<file path="config.mk">
export PLATFORM = sky130hd
export DESIGN_NAME = charger_timer_boost_config_regs
export DESIGN_NICKNAME = d
export VERILOG_FILES = /design/src/common/charger_cfg_pkg.sv /design/src/logic/charger_timer_boost_config_regs.sv /design/src/logic/host_watchdog.sv
export SDC_FILE = /design/constraint.sdc
export NUM_CORES = 1
export LEC_CHECK = 0
export BUFFER_PORTS_ARGS = -buffer_cell sky130_fd_sc_hd__buf_2
export CAP_MARGIN = 30
export CORE_MARGIN = 2
export CORE_UTILIZATION = 46
export CTS_CLUSTER_SIZE = 40
export DETAILED_ROUTE_END_ITERATION = 6
export GPL_ROUTABILITY_DRIVEN = 0
export HOLD_SLACK_MARGIN = 0.06
export PLACE_DENSITY = 0.8
export SLEW_MARGIN = 20
export SYNTH_ARGS = -nofsm -noshare
export SYNTH_HDL_FRONTEND = slang
export SYNTH_HIERARCHICAL = 1
export SYNTH_SLANG_ARGS = --single-unit
</file>
<file path="constraint.sdc">
create_clock -name core_clk -period 3.2 [get_ports core_clk]
set_input_delay 0.16 -clock core_clk [delete_from_list [all_inputs] [get_ports core_clk]]
set_output_delay 0.16 -clock core_clk [all_outputs]
set_load 0.01 [all_outputs]
</file>
<file path="src/common/charger_cfg_pkg.sv">
// constants, field layout and decode helpers of the charger config registers
package charger_cfg_pkg;

    ////////////////////////////////////////////////////////////////////////
    // register indices on the host port
    localparam logic [3:0] TERM_TIMER_IDX = 4'h5;
    localparam logic [3:0] BOOST_THERM_IDX = 4'h6;

    // values after reset
    localparam logic [7:0] TERM_TIMER_RESET = 8'h9C;
    localparam logic [7:0] BOOST_THERM_RESET = 8'h93;

    // writable bits; bits 6 and 0 of the first register are reserved
    localparam logic [7:0] TERM_TIMER_WMASK = 8'hBE;
    localparam logic [7:0] BOOST_THERM_WMASK = 8'hFF;

    // field positions, first register
    localparam int TERM_EN_POS = 7;
    localparam int WDOG_LSB = 4;
    localparam int SAFETY_EN_POS = 3;
    localparam int FAST_TIME_LSB = 1;

    // field positions, second register
    localparam int BOOST_LVL_LSB = 4;
    localparam int BOOST_HOT_LSB = 2;
    localparam int THERM_REG_LSB = 0;

    ////////////////////////////////////////////////////////////////////////
    // timing: shortest watchdog period, and the clock rate
    localparam longint WDOG_UNIT_S = 40;
    localparam longint CLK_HZ = 10_000_000;
    localparam longint WDOG_UNIT_CYCLES = WDOG_UNIT_S * CLK_HZ;

    // analogue scale figures
    localparam int BOOST_BASE_MV = 4550;
    localparam int BOOST_STEP_MV = 64;
    localparam logic [1:0] BOOST_HOT_OFF = 2'h3;

    ////////////////////////////////////////////////////////////////////////
    // watchdog period in seconds, zero when disabled
    function automatic logic [7:0] wdog_seconds(input logic [1:0] code);
        unique case (code)
            2'h0: wdog_seconds = 8'h00;
            2'h1: wdog_seconds = 8'h28;
            2'h2: wdog_seconds = 8'h50;
            2'h3: wdog_seconds = 8'hA0;
        endcase
    endfunction

    // fast-charge limit in hours
    function automatic logic [4:0] fast_hours(input logic [1:0] code);
        unique case (code)
            2'h0: fast_hours = 5'h05;
            2'h1: fast_hours = 5'h08;
            2'h2: fast_hours = 5'h0C;
            2'h3: fast_hours = 5'h14;
        endcase
    endfunction

    // boost target in millivolts
    function automatic logic [12:0] boost_mv(input logic [3:0] code);
        boost_mv = 13'(BOOST_BASE_MV) + 13'(code * BOOST_STEP_MV);
    endfunction

    // boost hot cut-off as percent of the regulator rail (off code -> 33)
    function automatic logic [5:0] hot_pct(input logic [1:0] code);
        unique case (code)
            2'h0: hot_pct = 6'h21;
            2'h1: hot_pct = 6'h24;
            2'h2: hot_pct = 6'h1E;
            2'h3: hot_pct = 6'h21;
        endcase
    endfunction

    // thermal regulation threshold in degrees celsius
    function automatic logic [6:0] thermal_regulation_threshold_degc(input logic [1:0] code);
        unique case (code)
            2'h0: thermal_regulation_threshold_degc = 7'h3C;
            2'h1: thermal_regulation_threshold_degc = 7'h50;
            2'h2: thermal_regulation_threshold_degc = 7'h64;
            2'h3: thermal_regulation_threshold_degc = 7'h78;
        endcase
    endfunction

endpackage

</file>
<file path="src/logic/charger_timer_boost_config_regs.sv">
// termination/timer and boost/thermal configuration registers of the charger

module charger_timer_boost_config_regs #(
    parameter int unsigned WDOG_UNIT_CYCLES =
        32'(charger_cfg_pkg::WDOG_UNIT_CYCLES)
) (
    // clock and reset
    input wire logic core_clk,
    input wire logic rst_n,
    // register access from the serial host port
    input wire logic host_wr,
    input wire logic host_rd,
    input wire logic [3:0] host_addr,
    input wire logic [7:0] host_wdata,
    output logic [7:0] host_rdata,
    // watchdog fault readout and its clear
    input wire logic wdog_fault_clear,
    output logic watchdog_fault,
    // raw fields to the charger control logic
    output logic term_enable,
    output logic [1:0] watchdog_period,
    output logic safety_timer_enable,
    output logic [1:0] fast_charge_time_limit,
    output logic [3:0] boost_output_level,
    output logic [1:0] boost_hot_threshold,
    output logic [1:0] thermal_regulation_threshold,
    // decoded settings
    output logic [7:0] watchdog_seconds,
    output logic [4:0] fast_charge_hours,
    output logic [12:0] boost_target_mv,
    output logic boost_hot_shutdown_en,
    output logic [5:0] boost_hot_pct,
    output logic [5:0] thermistor_fault_pct,
    output logic [6:0] thermal_regulation_degc
);

    ////////////////////////////////////////////////////////////////////////
    // register file
    logic [7:0] term_timer;
    logic [7:0] boost_therm;
    logic [7:0] next_term_timer;
    logic [7:0] next_boost_therm;
    logic [7:0] next_host_rdata;
    logic wr_term;
    logic wr_boost;

    // write decode; unmapped writes are dropped, unmapped reads give zero
    always_comb
    begin
        wr_term = host_wr && host_addr == charger_cfg_pkg::TERM_TIMER_IDX;
        wr_boost = host_wr && host_addr == charger_cfg_pkg::BOOST_THERM_IDX;
        next_term_timer = term_timer;
        next_boost_therm = boost_therm;
        // reserved bits stay zero whatever the host writes
        if (wr_term)
        begin
            next_term_timer = host_wdata & charger_cfg_pkg::TERM_TIMER_WMASK;
        end
        if (wr_boost)
        begin
            next_boost_therm = host_wdata & charger_cfg_pkg::BOOST_THERM_WMASK;
        end
        next_host_rdata = host_rdata;
        if (host_rd)
        begin
            unique case (host_addr)
                charger_cfg_pkg::TERM_TIMER_IDX: next_host_rdata = term_timer;
                charger_cfg_pkg::BOOST_THERM_IDX:
                    next_host_rdata = boost_therm;
                default: next_host_rdata = 8'h00;
            endcase
        end
    end

    // register storage; read data held until the next read
    always_ff @(posedge core_clk or negedge rst_n)
    begin
        if (!rst_n)
        begin
            term_timer <= charger_cfg_pkg::TERM_TIMER_RESET;
            boost_therm <= charger_cfg_pkg::BOOST_THERM_RESET;
            host_rdata <= 8'h00;
        end
        else
        begin
            term_timer <= next_term_timer;
            boost_therm <= next_boost_therm;
            host_rdata <= next_host_rdata;
        end
    end

    ////////////////////////////////////////////////////////////////////////
    // field extraction, straight from the register flops
    always_comb
    begin
        term_enable = term_timer[charger_cfg_pkg::TERM_EN_POS];
        watchdog_period = term_timer[charger_cfg_pkg::WDOG_LSB +: 2];
        safety_timer_enable = term_timer[charger_cfg_pkg::SAFETY_EN_POS];
        fast_charge_time_limit =
            term_timer[charger_cfg_pkg::FAST_TIME_LSB +: 2];
        boost_output_level = boost_therm[charger_cfg_pkg::BOOST_LVL_LSB +: 4];
        boost_hot_threshold = boost_therm[charger_cfg_pkg::BOOST_HOT_LSB +: 2];
        thermal_regulation_threshold =
            boost_therm[charger_cfg_pkg::THERM_REG_LSB +: 2];
    end

    ////////////////////////////////////////////////////////////////////////
    // decoded settings, registered so the analogue side sees clean levels;
    // they trail a register write by one cycle
    logic [7:0] next_wdog_s;
    logic [4:0] next_hours;
    logic [12:0] next_mv;
    logic next_hot_en;
    logic [5:0] next_hot_pct;
    logic [6:0] next_degc;

    always_comb
    begin
        next_wdog_s = charger_cfg_pkg::wdog_seconds(watchdog_period);
        next_hours = charger_cfg_pkg::fast_hours(fast_charge_time_limit);
        next_mv = charger_cfg_pkg::boost_mv(boost_output_level);
        next_hot_en = boost_hot_threshold != charger_cfg_pkg::BOOST_HOT_OFF;
        next_hot_pct = charger_cfg_pkg::hot_pct(boost_hot_threshold);
        next_degc = charger_cfg_pkg::thermal_regulation_threshold_degc(thermal_regulation_threshold);
    end

    always_ff @(posedge core_clk or negedge rst_n)
    begin
        if (!rst_n)
        begin
            watchdog_seconds <= 8'h00;
            fast_charge_hours <= 5'h00;
            boost_target_mv <= 13'h0000;
            boost_hot_shutdown_en <= 1'b0;
            boost_hot_pct <= 6'h00;
            thermistor_fault_pct <= 6'h00;
            thermal_regulation_degc <= 7'h00;
        end
        else
        begin
            watchdog_seconds <= next_wdog_s;
            fast_charge_hours <= next_hours;
            boost_target_mv <= next_mv;
            boost_hot_shutdown_en <= next_hot_en;
            boost_hot_pct <= next_hot_pct;
            // fault level follows the boost hot cut-off percent
            thermistor_fault_pct <= next_hot_pct;
            thermal_regulation_degc <= next_degc;
        end
    end

    ////////////////////////////////////////////////////////////////////////
    // host-bus watchdog; any host access restarts it
    // watchdog fault source
    host_watchdog #(
        .UNIT_CYCLES(WDOG_UNIT_CYCLES)
    ) u_wdog (
        .core_clk(core_clk),
        .rst_n(rst_n),
        .period_sel(watchdog_period),
        .kick(host_wr || host_rd),
        .fault_clear(wdog_fault_clear),
        .fault(watchdog_fault)
    );

    ////////////////////////////////////////////////////////////////////////
    // checks
    logic out_of_reset;

    always_ff @(posedge core_clk or negedge rst_n)
    begin
        if (!rst_n)
        begin
            out_of_reset <= 1'b0;
        end
        else
        begin
            out_of_reset <= 1'b1;
        end
    end
endmodule // charger_timer_boost_config_regs

</file>
<file path="src/logic/host_watchdog.sv">
// host-bus watchdog: counts idle time between host accesses
module host_watchdog #(
    parameter int unsigned UNIT_CYCLES = 32'h17D7_8400
) (
    // clock and reset
    input wire logic core_clk,
    input wire logic rst_n,
    // control
    input wire logic [1:0] period_sel,
    input wire logic kick,
    input wire logic fault_clear,
    // status
    output logic fault
);

    ////////////////////////////////////////////////////////////////////////
    logic [31:0] count;
    logic [31:0] next_count;
    logic [31:0] limit;
    logic next_fault;
    logic expire;

    // period of 1, 2 or 4 units; sel 0 keeps the counter parked
    always_comb
    begin
        limit = 32'(UNIT_CYCLES) << (period_sel - 2'h1);
        expire = (period_sel != 2'h0) && !kick && (count >= limit - 32'h1);
        next_count = count + 32'h1;
        if (period_sel == 2'h0 || kick || expire)
        begin
            next_count = 32'h0;
        end
        next_fault = expire || (fault && !fault_clear);
    end

    // state registers
    always_ff @(posedge core_clk or negedge rst_n)
    begin
        if (!rst_n)
        begin
            count <= 32'h0;
            fault <= 1'b0;
        end
        else
        begin
            count <= next_count;
            fault <= next_fault;
        end
    end
endmodule // host_watchdog

</file>
==> flow_summary.yaml, run 1 <==
status:
  status: "completed"
synth:
  synth_edf_count: 0
  synthTopCellsByArea: "dfrtp_1, ha_1, dfstp_2"
  synth_warnings: 6
  synth_cell_types: 42
  synth_common_cells: "dfrtp_1, ha_1, nor2_1, inv_1"
  ys_seq_area_share_pct: 48.3
  synth_top_area_share_pct: 43.2
  ys_seq_elements: 79
  synth_ff_type: "dfrtp_1"
  syn_avg_cell_area_sq_um: 11.0
  synth_top_area_cell: "dfrtp_1"
  postSynthCellCount: 374
  async_flop_share_pct: 100
  yosysMostFrequentCell: "dfrtp_1"
  synth_area_sq_um: 4120
setup_path:
  start_kind: "flop"
  cpMaxStageDelayCell: "dfstp_2"
  arrival_ps: 3270
  crit_type: "reg -> reg"
  cp_cell_sequence: "inv_1, ha_1, xnor2_1, ha_1, a21oi_1, o211ai_1, o2111ai_1, nand4_1, buf_12, nor2_1"
  slowest_delay_ps: 690
  endpoint_kind: "flop"
  crit_path_frequent_cell: "ha_1"
  worstPathRequired_ps: 3480
  cp_max_fo: 27
clock_tree:
  clockRootBuffer: "clkbuf_8"
  htree_levels: 3
  cts_tree: "yes"
  clock-sinks: 79
  clock_latency_ps: 350
  ctsLongestPathBuffers: 2
  cts.clk_slew.worst_paths_ps: 80
  numCtsBuffers: 9
timing:
  fin_tns_setup_ps: 0
  slew_headroom_pct: 65.9
  fin_crit_sh_pct: 93.6
  finalHoldViolations: 0
  period_minus_slack_ps: 2990
  slew_violations: 0
  finClkSkew_ps: 10.7
  finalSetupViolCount: 0
  rsz0062_at_grt: "false"
  worst_pin_slew_ps: 510
  max_freq_ghz: 0.334
grt:
  grt_max_degree: 80
  antenna_found_initial: 0
  overflow: 0
  grt_pass1_vias: 2972
  grt_pass1_wl_um: 14400
  grt.total_usage_pct: 18.4
run:
  maxCapViolations: 0
floorplan:
  die-area_sq_um: 9720
  fp.dieH_um: 98.6
  core_sq_um: 8680
  dieWidth_um: 98.6
  ioPinCount: 86
  start_util_pct: 47.4
  num_rows: 34
cells_and_area:
  nFillCells: 776
  syn2layout_area_growth_pct: 17.0
  drive_gt1_share_pct: 27.9
  fin_area_sq_um: 4810
  fin_util_pct: 55.5
  nNetsFinal: 510
  diodes: 0
detailed_routing:
  first_iter_violations: 86
  drt_first_pass_iters: 4
  antenna_left: 0
  vias: 2938
  drc_errors: 0
  wl_per_cell_um: 15.0
  viasPerCell: 5.18
  drt-total-wl_um: 8530
pwr:
  p_per_area_nw_per_um2: 536
  p_total_w: 0.00258
  vdd_drop_max_mv: 0.342
  leakagePower_nw: 2.40
place:
  placed_area_sq_um: 4500
  port_buffers: 74
  dpl.hpwl_um: 6070
hold_path:
  holdCritPathClass: "in -> reg"
-- stage by stage --
step           setup WS [ps]  hold WS (ps)  instances
2_1_floorplan            732          -136        385
3_3_place_gp             437           362        541
3_5_place_dp             227           374        541
4_1_cts                  206           100        566
5_1_grt                 18.0           118        567
6_report                 206           109        567
-- worst max-delay path, delay by kind of cell, from the launching register on --
kind	cells	cell delay (ps)
buffers and inverters	2	440
AND/OR/NAND/NOR	2	490
adder cells (fa/ha/maj)	2	570
AO/OA/AOI/OAI	3	580
XOR/XNOR	1	140
flip-flops	1	690
-- placed cells by master (no fill, tap or decap), types with 4 or more instances in the layout --
cell,synthesis,routed
a21oi_1,12,12
a221o_1,6,6
and3_1,5,5
and4_1,6,6
buf_2,5,73
clkbuf_8,0,10
conb_1,4,15
dfrtp_1,71,71
dfstp_2,8,8
dlygate4sd3_1,0,9
ha_1,39,39
inv_1,28,28
mux2_2,14,14
nand2_1,15,15
nand3_1,17,17
nand4_1,9,9
nor2_1,36,36
nor2b_1,4,4
nor3_1,8,8
o21ai_0,4,4
xnor2_1,9,9
xor2_1,22,22
-- per-layer routing --
layer | track usage (%) | wire length [um]
met1 | 24.1 | 3720
met2 | 29.7 | 4110
met3 | 5.82 | 608
met4 | 4.95 | 92
met5 | 0 | 0
-- final timing paths --
path / endpoint / slack, ps / cells after the start / startpoint
setup reg to reg: u_wdog/count[10] / 210 / 10 / term_timer[4]
hold reg to reg: u_wdog/count[0] / 460 / 1 / u_wdog/count[0]
min in group asynchronous: u_wdog/count[7] / 240 / 2 / rst_n
max in group asynchronous: term_timer[4] / 2340 / 3 / rst_n
setup / recovery: u_wdog/count[10] / 210 / 10 / term_timer[4]
hold / removal: u_wdog/fault / 110 / 3 / wdog_fault_clear
-- registers in the layout, indices dropped and copies added, names as in the netlist, 4 cells and up --
register                 cells
boost_target_mv              6
boost_therm                  8
fast_charge_hours            4
host_rdata                   8
term_timer                   6
thermal_regulation_degc      5
thermistor_fault_pct         4
u_wdog/count                32
watchdog_seconds             4
-- layout make-up --
| type | count | area, sq um | share of cell area (%) |
|---|---|---|---|
| Clock buffer | 10 | 138 | 2.86 |
| Clock inverter | 6 | 51.3 | 1.07 |
| Inverter | 28 | 105 | 2.18 |
| Multi-Input combinational cell | 249 | 1870 | 38.9 |
| Sequential cell | 79 | 1990 | 41.3 |
| Tap cell | 108 | 135 | 2.81 |
| Timing Repair Buffer | 87 | 526 | 10.9 |
-- timing repair --
action / CTS / global route
hold buffers: 9 / 0
endpoints found under the setup margin: 0 / 19
buffers inserted: 0 / 0
endpoints found under the hold margin: 84 / 0
resized for setup: 0 / 1
-- logic make-up after synthesis --
kind of cell / after synthesis / synth area share (%)
buffers and inverters: 57 / 7.36
XOR/XNOR: 31 / 6.60
multiplexers: 14 / 3.83
AO/OA/AOI/OAI: 32 / 5.35
adder cells (fa/ha/maj): 39 / 11.9
flip-flops: 79 / 48.3
other: 4 / 0.365
AND/OR/NAND/NOR: 118 / 16.4
-- where the power goes --
group | internal, W | switching, W | total (W)
Sequential | 0.00115 | 0.0000950 | 0.00125
Clock | 0.000313 | 0.000394 | 0.000707
Combinational | 0.000268 | 0.000358 | 0.000627
Note: power is estimated with default switching activity, not from simulation.
==> run 2: changes to the inputs <==
--- a/config.mk
+++ b/config.mk
@@ -13,7 +13,7 @@
 export DETAILED_ROUTE_END_ITERATION = 6
 export GPL_ROUTABILITY_DRIVEN = 0
 export HOLD_SLACK_MARGIN = 0.06
-export PLACE_DENSITY = 0.8
+export PLACE_DENSITY = 0.83
 export SLEW_MARGIN = 20
 export SYNTH_ARGS = -nofsm -noshare
 export SYNTH_HDL_FRONTEND = slang
==> constraint.sdc (replaced) <==
create_clock -name core_clk -period 2.4 [get_ports core_clk]
set_input_delay 0.12 -clock core_clk [delete_from_list [all_inputs] [get_ports core_clk]]
set_output_delay 0.12 -clock core_clk [all_outputs]
set_load 0.01 [all_outputs]
==> run 2 against run 1 <==
  * The run now ends with negative setup slack left
  * Combinational power increased by 54%
  * Worst hold slack got worse by 30 ps
  * Setup slack got worse by 270 ps
  * Sequential cell count unchanged
  * Clock power increased by 44%
  * Critical path depth increased by 1
  * Critical path type unchanged
  * Critical endpoint is now u_wdog/count[13]
  * Highest routed layer unchanged
==> flow_summary.yaml, run 2 (same netlist as run 1, synthesis figures left out) <==
floorplan:
  start_util_pct: 47.4
  num_rows: 34
  ioPinCount: 86
  fp.dieH_um: 98.6
  dieWidth_um: 98.6
  core_sq_um: 8680
  die-area_sq_um: 9720
cells_and_area:
  drive_gt1_share_pct: 33.2
  nNetsFinal: 521
  diodes: 0
  nFillCells: 682
  syn2layout_area_growth_pct: 22.3
  fin_util_pct: 58.0
  largest_reg_flops: 32
  layout_commonest_cell: "buf_2"
  mostFrequentLayoutCells: "buf_2, dfrtp_1, nor2_1, ha_1, inv_1"
  largest_register: "u_wdog/count"
  largestRegisters: "u_wdog/count: 32 flops, boost_therm: 8 flops, host_rdata: 8 flops"
  fin_area_sq_um: 5030
timing:
  max_freq_ghz: 0.405
  finalSetupViolCount: 24
  finClkSkew_ps: 14.7
  fin_crit_sh_pct: 103
  rsz0062_at_grt: "true"
  finalHoldViolations: 0
  period_minus_slack_ps: 2470
  fin_hold_ws_ps: 78.6
  slew_violations: 0
  layout_setup_ws_ps: -68.7
status:
  status: "complete, but fails checks"
  violations: "negative setup slack"
clock_tree:
  clock-sinks: 79
  clock_latency_ps: 370
  clockRootBuffer: "clkbuf_8"
  numCtsBuffers: 9
  htree_levels: 3
  ctsLongestPathBuffers: 2
  cts_tree: "yes"
  cts.clk_slew.worst_paths_ps: 90
setup_path:
  regToRegSetupSlack_ps: -70
  r2r-start: "term_timer[4]"
  start_kind: "flop"
  reg2regPathDepth: 11
  cp_max_fo: 6
  startpoint: "term_timer[4]"
  arrival_ps: 2730
  r2r_end: "u_wdog/count[13]"
  crit_type: "reg -> reg"
  endpoint_kind: "flop"
  crit_end: "u_wdog/count[13]"
  worstPathRequired_ps: 2660
grt:
  grt.total_usage_pct: 18.7
  antenna_found_initial: 0
  grt_pass1_wl_um: 14400
  grt_pass1_vias: 3004
  grt_max_degree: 80
  overflow: 0
place:
  dpl.hpwl_um: 5950
  port_buffers: 74
  placed_area_sq_um: 4560
hold_path:
  holdCritPathClass: "in -> reg"
detailed_routing:
  first_iter_violations: 122
  viasPerCell: 5.13
  antenna_left: 0
  drt_first_pass_iters: 4
  wl_per_cell_um: 15.2
  drt-total-wl_um: 8810
  drc_errors: 0
  vias: 2966
pwr:
  p_per_area_nw_per_um2: 722
  vdd_drop_max_mv: 0.624
  leakagePower_nw: 2.49
run:
  maxCapViolations: 0
## run 2: changes by cell type in the layout (fill, tap and decap cells not counted), moves of 2 or more
cell / previous run / this run
buf_4: 3 / 12
ha_1: 39 / 33
ha_4: 0 / 5
inv_1: 28 / 25
nor2_1: 36 / 33
nor2_2: 1 / 4
a21oi_1: 12 / 10
a21oi_2: 0 / 2
buf_6: 0 / 2
inv_2: 0 / 2
## run 2: worst max-delay path: stages, from the launching register on
cell	delay (ps)
dfstp_2	600
buf_6	130
ha_4	110
inv_2	40
ha_4	260
nand4_1	210
nor4_4	350
o2111ai_2	170
nand4_1	150
buf_4	160
clkbuf_16	140
nor2_1	40
## run 2: routing by layer
metal | global-route usage, % | vias up | wire, um
li1 | - | 1416 | -
met1 | 22.6 | 1443 | 3640
met2 | 31.1 | 95 | 4540
met3 | 6.24 | 12 | 508
met4 | 7.06 | 0 | 117
met5 | 0 | - | 0
## run 2: stage by stage
step	setup TNS (ps)	std cells	power, W	setup WS [ps]
2_1_floorplan	0	385	0.00222	4.63
3_3_place_gp	0	544	0.00251	10.6
3_5_place_dp	-376	544	0.00255	-31.0
4_1_cts	-468	574	0.00364	-32.0
5_1_grt	-5140	578	0.00384	-212
6_report	-890	578	0.00364	-68.7
## run 2: layout make-up
type,instances,area (sq um),share of cell area [%]
well taps,108,135,2.68
clock inverters,7,81.3,1.62
repair buffers,98,621,12.3
multi-input cells,249,1980,39.3
inverters,28,108,2.14
clock buffers,9,124,2.46
flip-flops and latches,79,1990,39.5
## run 2: power by group
part | total (W) | switching [W] | internal (W)
sequential | 0.00166 | 0.000119 | 0.00154
clock | 0.00102 | 0.000525 | 0.000494
combinational | 0.000963 | 0.000536 | 0.000427
total | 0.00364 | 0.00118 | 0.00246
## run 2: worst min path at each step
stage	from	endpoint	cells past startpoint
6_report	wdog_fault_clear	u_wdog/fault	3
5_1_grt	wdog_fault_clear	u_wdog/fault	3
4_1_cts	wdog_fault_clear	u_wdog/fault	3
3_5_place_dp	rst_n	boost_target_mv[10]	1
3_3_place_gp	rst_n	boost_therm[5]	1
2_1_floorplan	rst_n	boost_hot_shutdown_en	0
## run 2: what timing repair did
action,in CTS,in global routing
buffers inserted,5,4
pin swaps,2,4
endpoints found under the setup margin,32,32
hold buffers,9,0
endpoints found under the hold margin,85,0
cloned,1,1
resized for setup,14,5
==> run 3: changes to the inputs <==
--- a/config.mk
+++ b/config.mk
@@ -5,6 +5,7 @@
 export SDC_FILE = /design/constraint.sdc
 export NUM_CORES = 1
 export LEC_CHECK = 0
+export ABC_AREA = 1
 export BUFFER_PORTS_ARGS = -buffer_cell sky130_fd_sc_hd__buf_2
 export CAP_MARGIN = 30
 export CORE_MARGIN = 2
@@ -13,7 +14,7 @@
 export DETAILED_ROUTE_END_ITERATION = 6
 export GPL_ROUTABILITY_DRIVEN = 0
 export HOLD_SLACK_MARGIN = 0.06
-export PLACE_DENSITY = 0.83
+export PLACE_DENSITY = 0.82
 export SLEW_MARGIN = 20
 export SYNTH_ARGS = -nofsm -noshare
 export SYNTH_HDL_FRONTEND = slang
==> run 3 against run 2 <==
  * The flow now finishes without violations
  * Cell count up 35%
  * Final area up 6.5%
  * First-iteration DRC count up 110%
  * Critical path type unchanged
  * Largest cell class is now multi-input combinational cells
==> flow_summary.yaml, run 3 <==
status:
  status: "completed"
clock_tree:
  clockRootBuffer: "clkbuf_8"
  ctsLongestPathBuffers: 2
  clock_latency_ps: 360
  clock-sinks: 79
  htree_levels: 3
  cts.clk_slew.worst_paths_ps: 100
  cts_tree: "yes"
  numCtsBuffers: 9
floorplan:
  ioPinCount: 86
  die-area_sq_um: 10800
  fp.dieH_um: 104
  core_sq_um: 9730
  dieWidth_um: 104
  num_rows: 36
  start_util_pct: 47.3
timing:
  period_minus_slack_ps: 2360
  fin_hold_ws_ps: 164
  finClkSkew_ps: 12.0
  slew_violations: 0
  finalSetupViolCount: 0
  finalHoldViolations: 0
  worst_pin_slew_ps: 704
  rsz0062_at_grt: "true"
  fin_crit_sh_pct: 98.4
  max_freq_ghz: 0.424
  slew_headroom_pct: 53.0
  layout_setup_ws_ps: 38.9
synth:
  synth_top_area_share_pct: 38.6
  syn_avg_cell_area_sq_um: 8.23
  ys_seq_elements: 79
  synth_xor_area_share_pct: 4.00
  synthMuxAreaShare_pct: 0
  synth_common_cells: "nand2_1, inv_1, dfrtp_1, nor2_1, ha_1"
  synth_area_sq_um: 4600
  synth_simple_gate_area_share_pct: 27.1
  synth_top_area_cell: "dfrtp_1"
  yosysMostFrequentCell: "nand2_1"
  postSynthCellCount: 559
  synth_edf_count: 0
  ys_seq_area_share_pct: 43.2
  async_flop_share_pct: 100
  synth_warnings: 6
  synthAdderAreaFrac_pct: 10.6
  synth_cell_types: 33
  synthTopCellsByArea: "dfrtp_1, nand2_1, ha_1"
  synth_top_family_by_area: "simple AND/OR/NAND/NOR gates"
  synth_compound_area_share_pct: 3.70
  synth_ff_type: "dfrtp_1"
setup_path:
  cp_cell_sequence: "inv_1, ha_2, xnor2_2, ha_1, nand2_1, inv_1, nand2_1, nor2_1, nor2_1, nand2_1, nand2_4, nand4_4, buf_6, nor2_1"
  crit_type: "reg -> reg"
  slowest_delay_ps: 540
  endpoint_kind: "flop"
  cpMaxStageDelayCell: "dfstp_2"
  cp_max_fo: 6
  arrival_ps: 2650
  worstPathRequired_ps: 2690
  start_kind: "flop"
detailed_routing:
  drt_first_pass_iters: 7
  viasPerCell: 5.09
  drc_errors: 0
  drt-total-wl_um: 11300
  antenna_left: 0
  vias: 3975
  first_iter_violations: 259
  wl_per_cell_um: 14.4
pwr:
  clkPwrFrac_pct: 28.1
  power.share.switching_pct: 34.1
  vdd_drop_max_mv: 0.508
  p_total_w: 0.00344
  p_switching_w: 0.00117
  seqPwrFrac_pct: 47.3
  leakagePower_nw: 2.73
  comb_power_share_pct: 24.6
  p_per_area_nw_per_um2: 641
  internal_power_w: 0.00226
hold_path:
  holdCritPathClass: "in -> reg"
cells_and_area:
  largest_register: "u_wdog/count"
  drive_gt1_share_pct: 21.0
  stdcell_count: 781
  largest_reg_flops: 32
  nNetsFinal: 699
  mostFrequentLayoutCells: "nand2_1, buf_2, inv_1, dfrtp_1, nor2_1"
  syn2layout_area_growth_pct: 16.6
  largestRegisters: "u_wdog/count: 32 flops, boost_therm: 8 flops, host_rdata: 8 flops"
  layout_commonest_cell: "nand2_1"
  fin_util_pct: 55.1
  diodes: 0
grt:
  overflow: 0
  grt_pass1_vias: 4024
  grt_max_degree: 80
  grt.total_usage_pct: 21.7
  grt_pass1_wl_um: 19000
  antenna_found_initial: 0
place:
  place_ws_ps: -154
  port_buffers: 74
  dp.cells: 749
  dpl.hpwl_um: 7620
run:
  maxCapViolations: 0
[run 3: changes by cell type in the layout (fill, tap and decap cells not counted), moves of 5 or more]
cell	delta
a221o_1	-6
o21ai_0	+5
ha_4	-5
inv_1	+47
nor2_1	+35
mux2_2	-14
nand3_1	+16
o21ai_2	+8
xor2_1	-11
and3_1	-5
buf_4	-10
nand2_1	+136
and4_1	-6
[run 3: repair_timing]
action,CTS,global route
gates cloned,1,0
pin swaps,0,1
endpoints found under the setup margin,32,33
buffers inserted,4,0
resized for setup,2,9
hold buffers,11,0
hold endpoints to repair,91,0
[run 3: final cells by class]
class,count,area (sq um)
Multi-Input combinational cell,388,2190
Timing Repair Buffer,91,556
Tap cell,133,166
Clock buffer,9,124
Clock inverter,7,63.8
Inverter,74,278
Fill cell,862,4370
Sequential cell,79,1990
[run 3: routing by layer]
layer / part of all wire [%] / vias up / GRT usage, %
met5: 0 / - / 0
met4: 5.0 / 0 / 12.2
met3: 7.9 / 67 / 4.20
met2: 48 / 222 / 36.4
met1: 40 / 1825 / 26.1
li1: - / 1861 / -
[run 3: kinds of logic after synthesis]
| logic type | count (synthesis) |
|---|---|
| AO/OA/AOI/OAI | 27 |
| XOR/XNOR | 21 |
| adder cells (fa/ha/maj) | 39 |
| buffers and inverters | 104 |
| flip-flops | 79 |
| other | 4 |
| AND/OR/NAND/NOR | 285 |
[run 3: final timing paths]
| check | startpoint | depth (start not counted) | slack (ps) | to |
|---|---|---|---|---|
| max | term_timer[4] | 14 | 40 | u_wdog/count[17] |
| min | host_addr[3] | 4 | 160 | host_rdata[6] |
| max reg2reg | term_timer[4] | 14 | 40 | u_wdog/count[17] |
| min reg2reg | u_wdog/fault | 2 | 490 | u_wdog/fault |
| max in group asynchronous | rst_n | 2 | 1570 | u_wdog/count[7] |
| min in group asynchronous | rst_n | 2 | 360 | boost_target_mv[9] |
[run 3: worst max-delay path, delay by kind of cell (launching register included)]
family / cells / cell delay [ps]
simple gates: 8 / 770
fa+ha+maj: 2 / 520
xor+xnor: 1 / 140
buf+inv: 3 / 300
flops: 1 / 540
[run 3: power by group through the flow]
stage,Sequential [W],Combinational (W),Clock (W)
2_1_floorplan,0.00174,0.000407,0
3_3_place_gp,0.00164,0.000763,0
3_5_place_dp,0.00165,0.000794,0
4_1_cts,0.00162,0.000829,0.000980
5_1_grt,0.00165,0.000946,0.00103
6_report,0.00163,0.000846,0.000965
[run 3: metrics by stage]
stage	setup TNS (ps)	area, sq um
2_1_floorplan	0	4640
3_3_place_gp	0	4960
3_5_place_dp	-3370	4960
4_1_cts	0	5330
5_1_grt	-1360	5360
6_report	0	5360
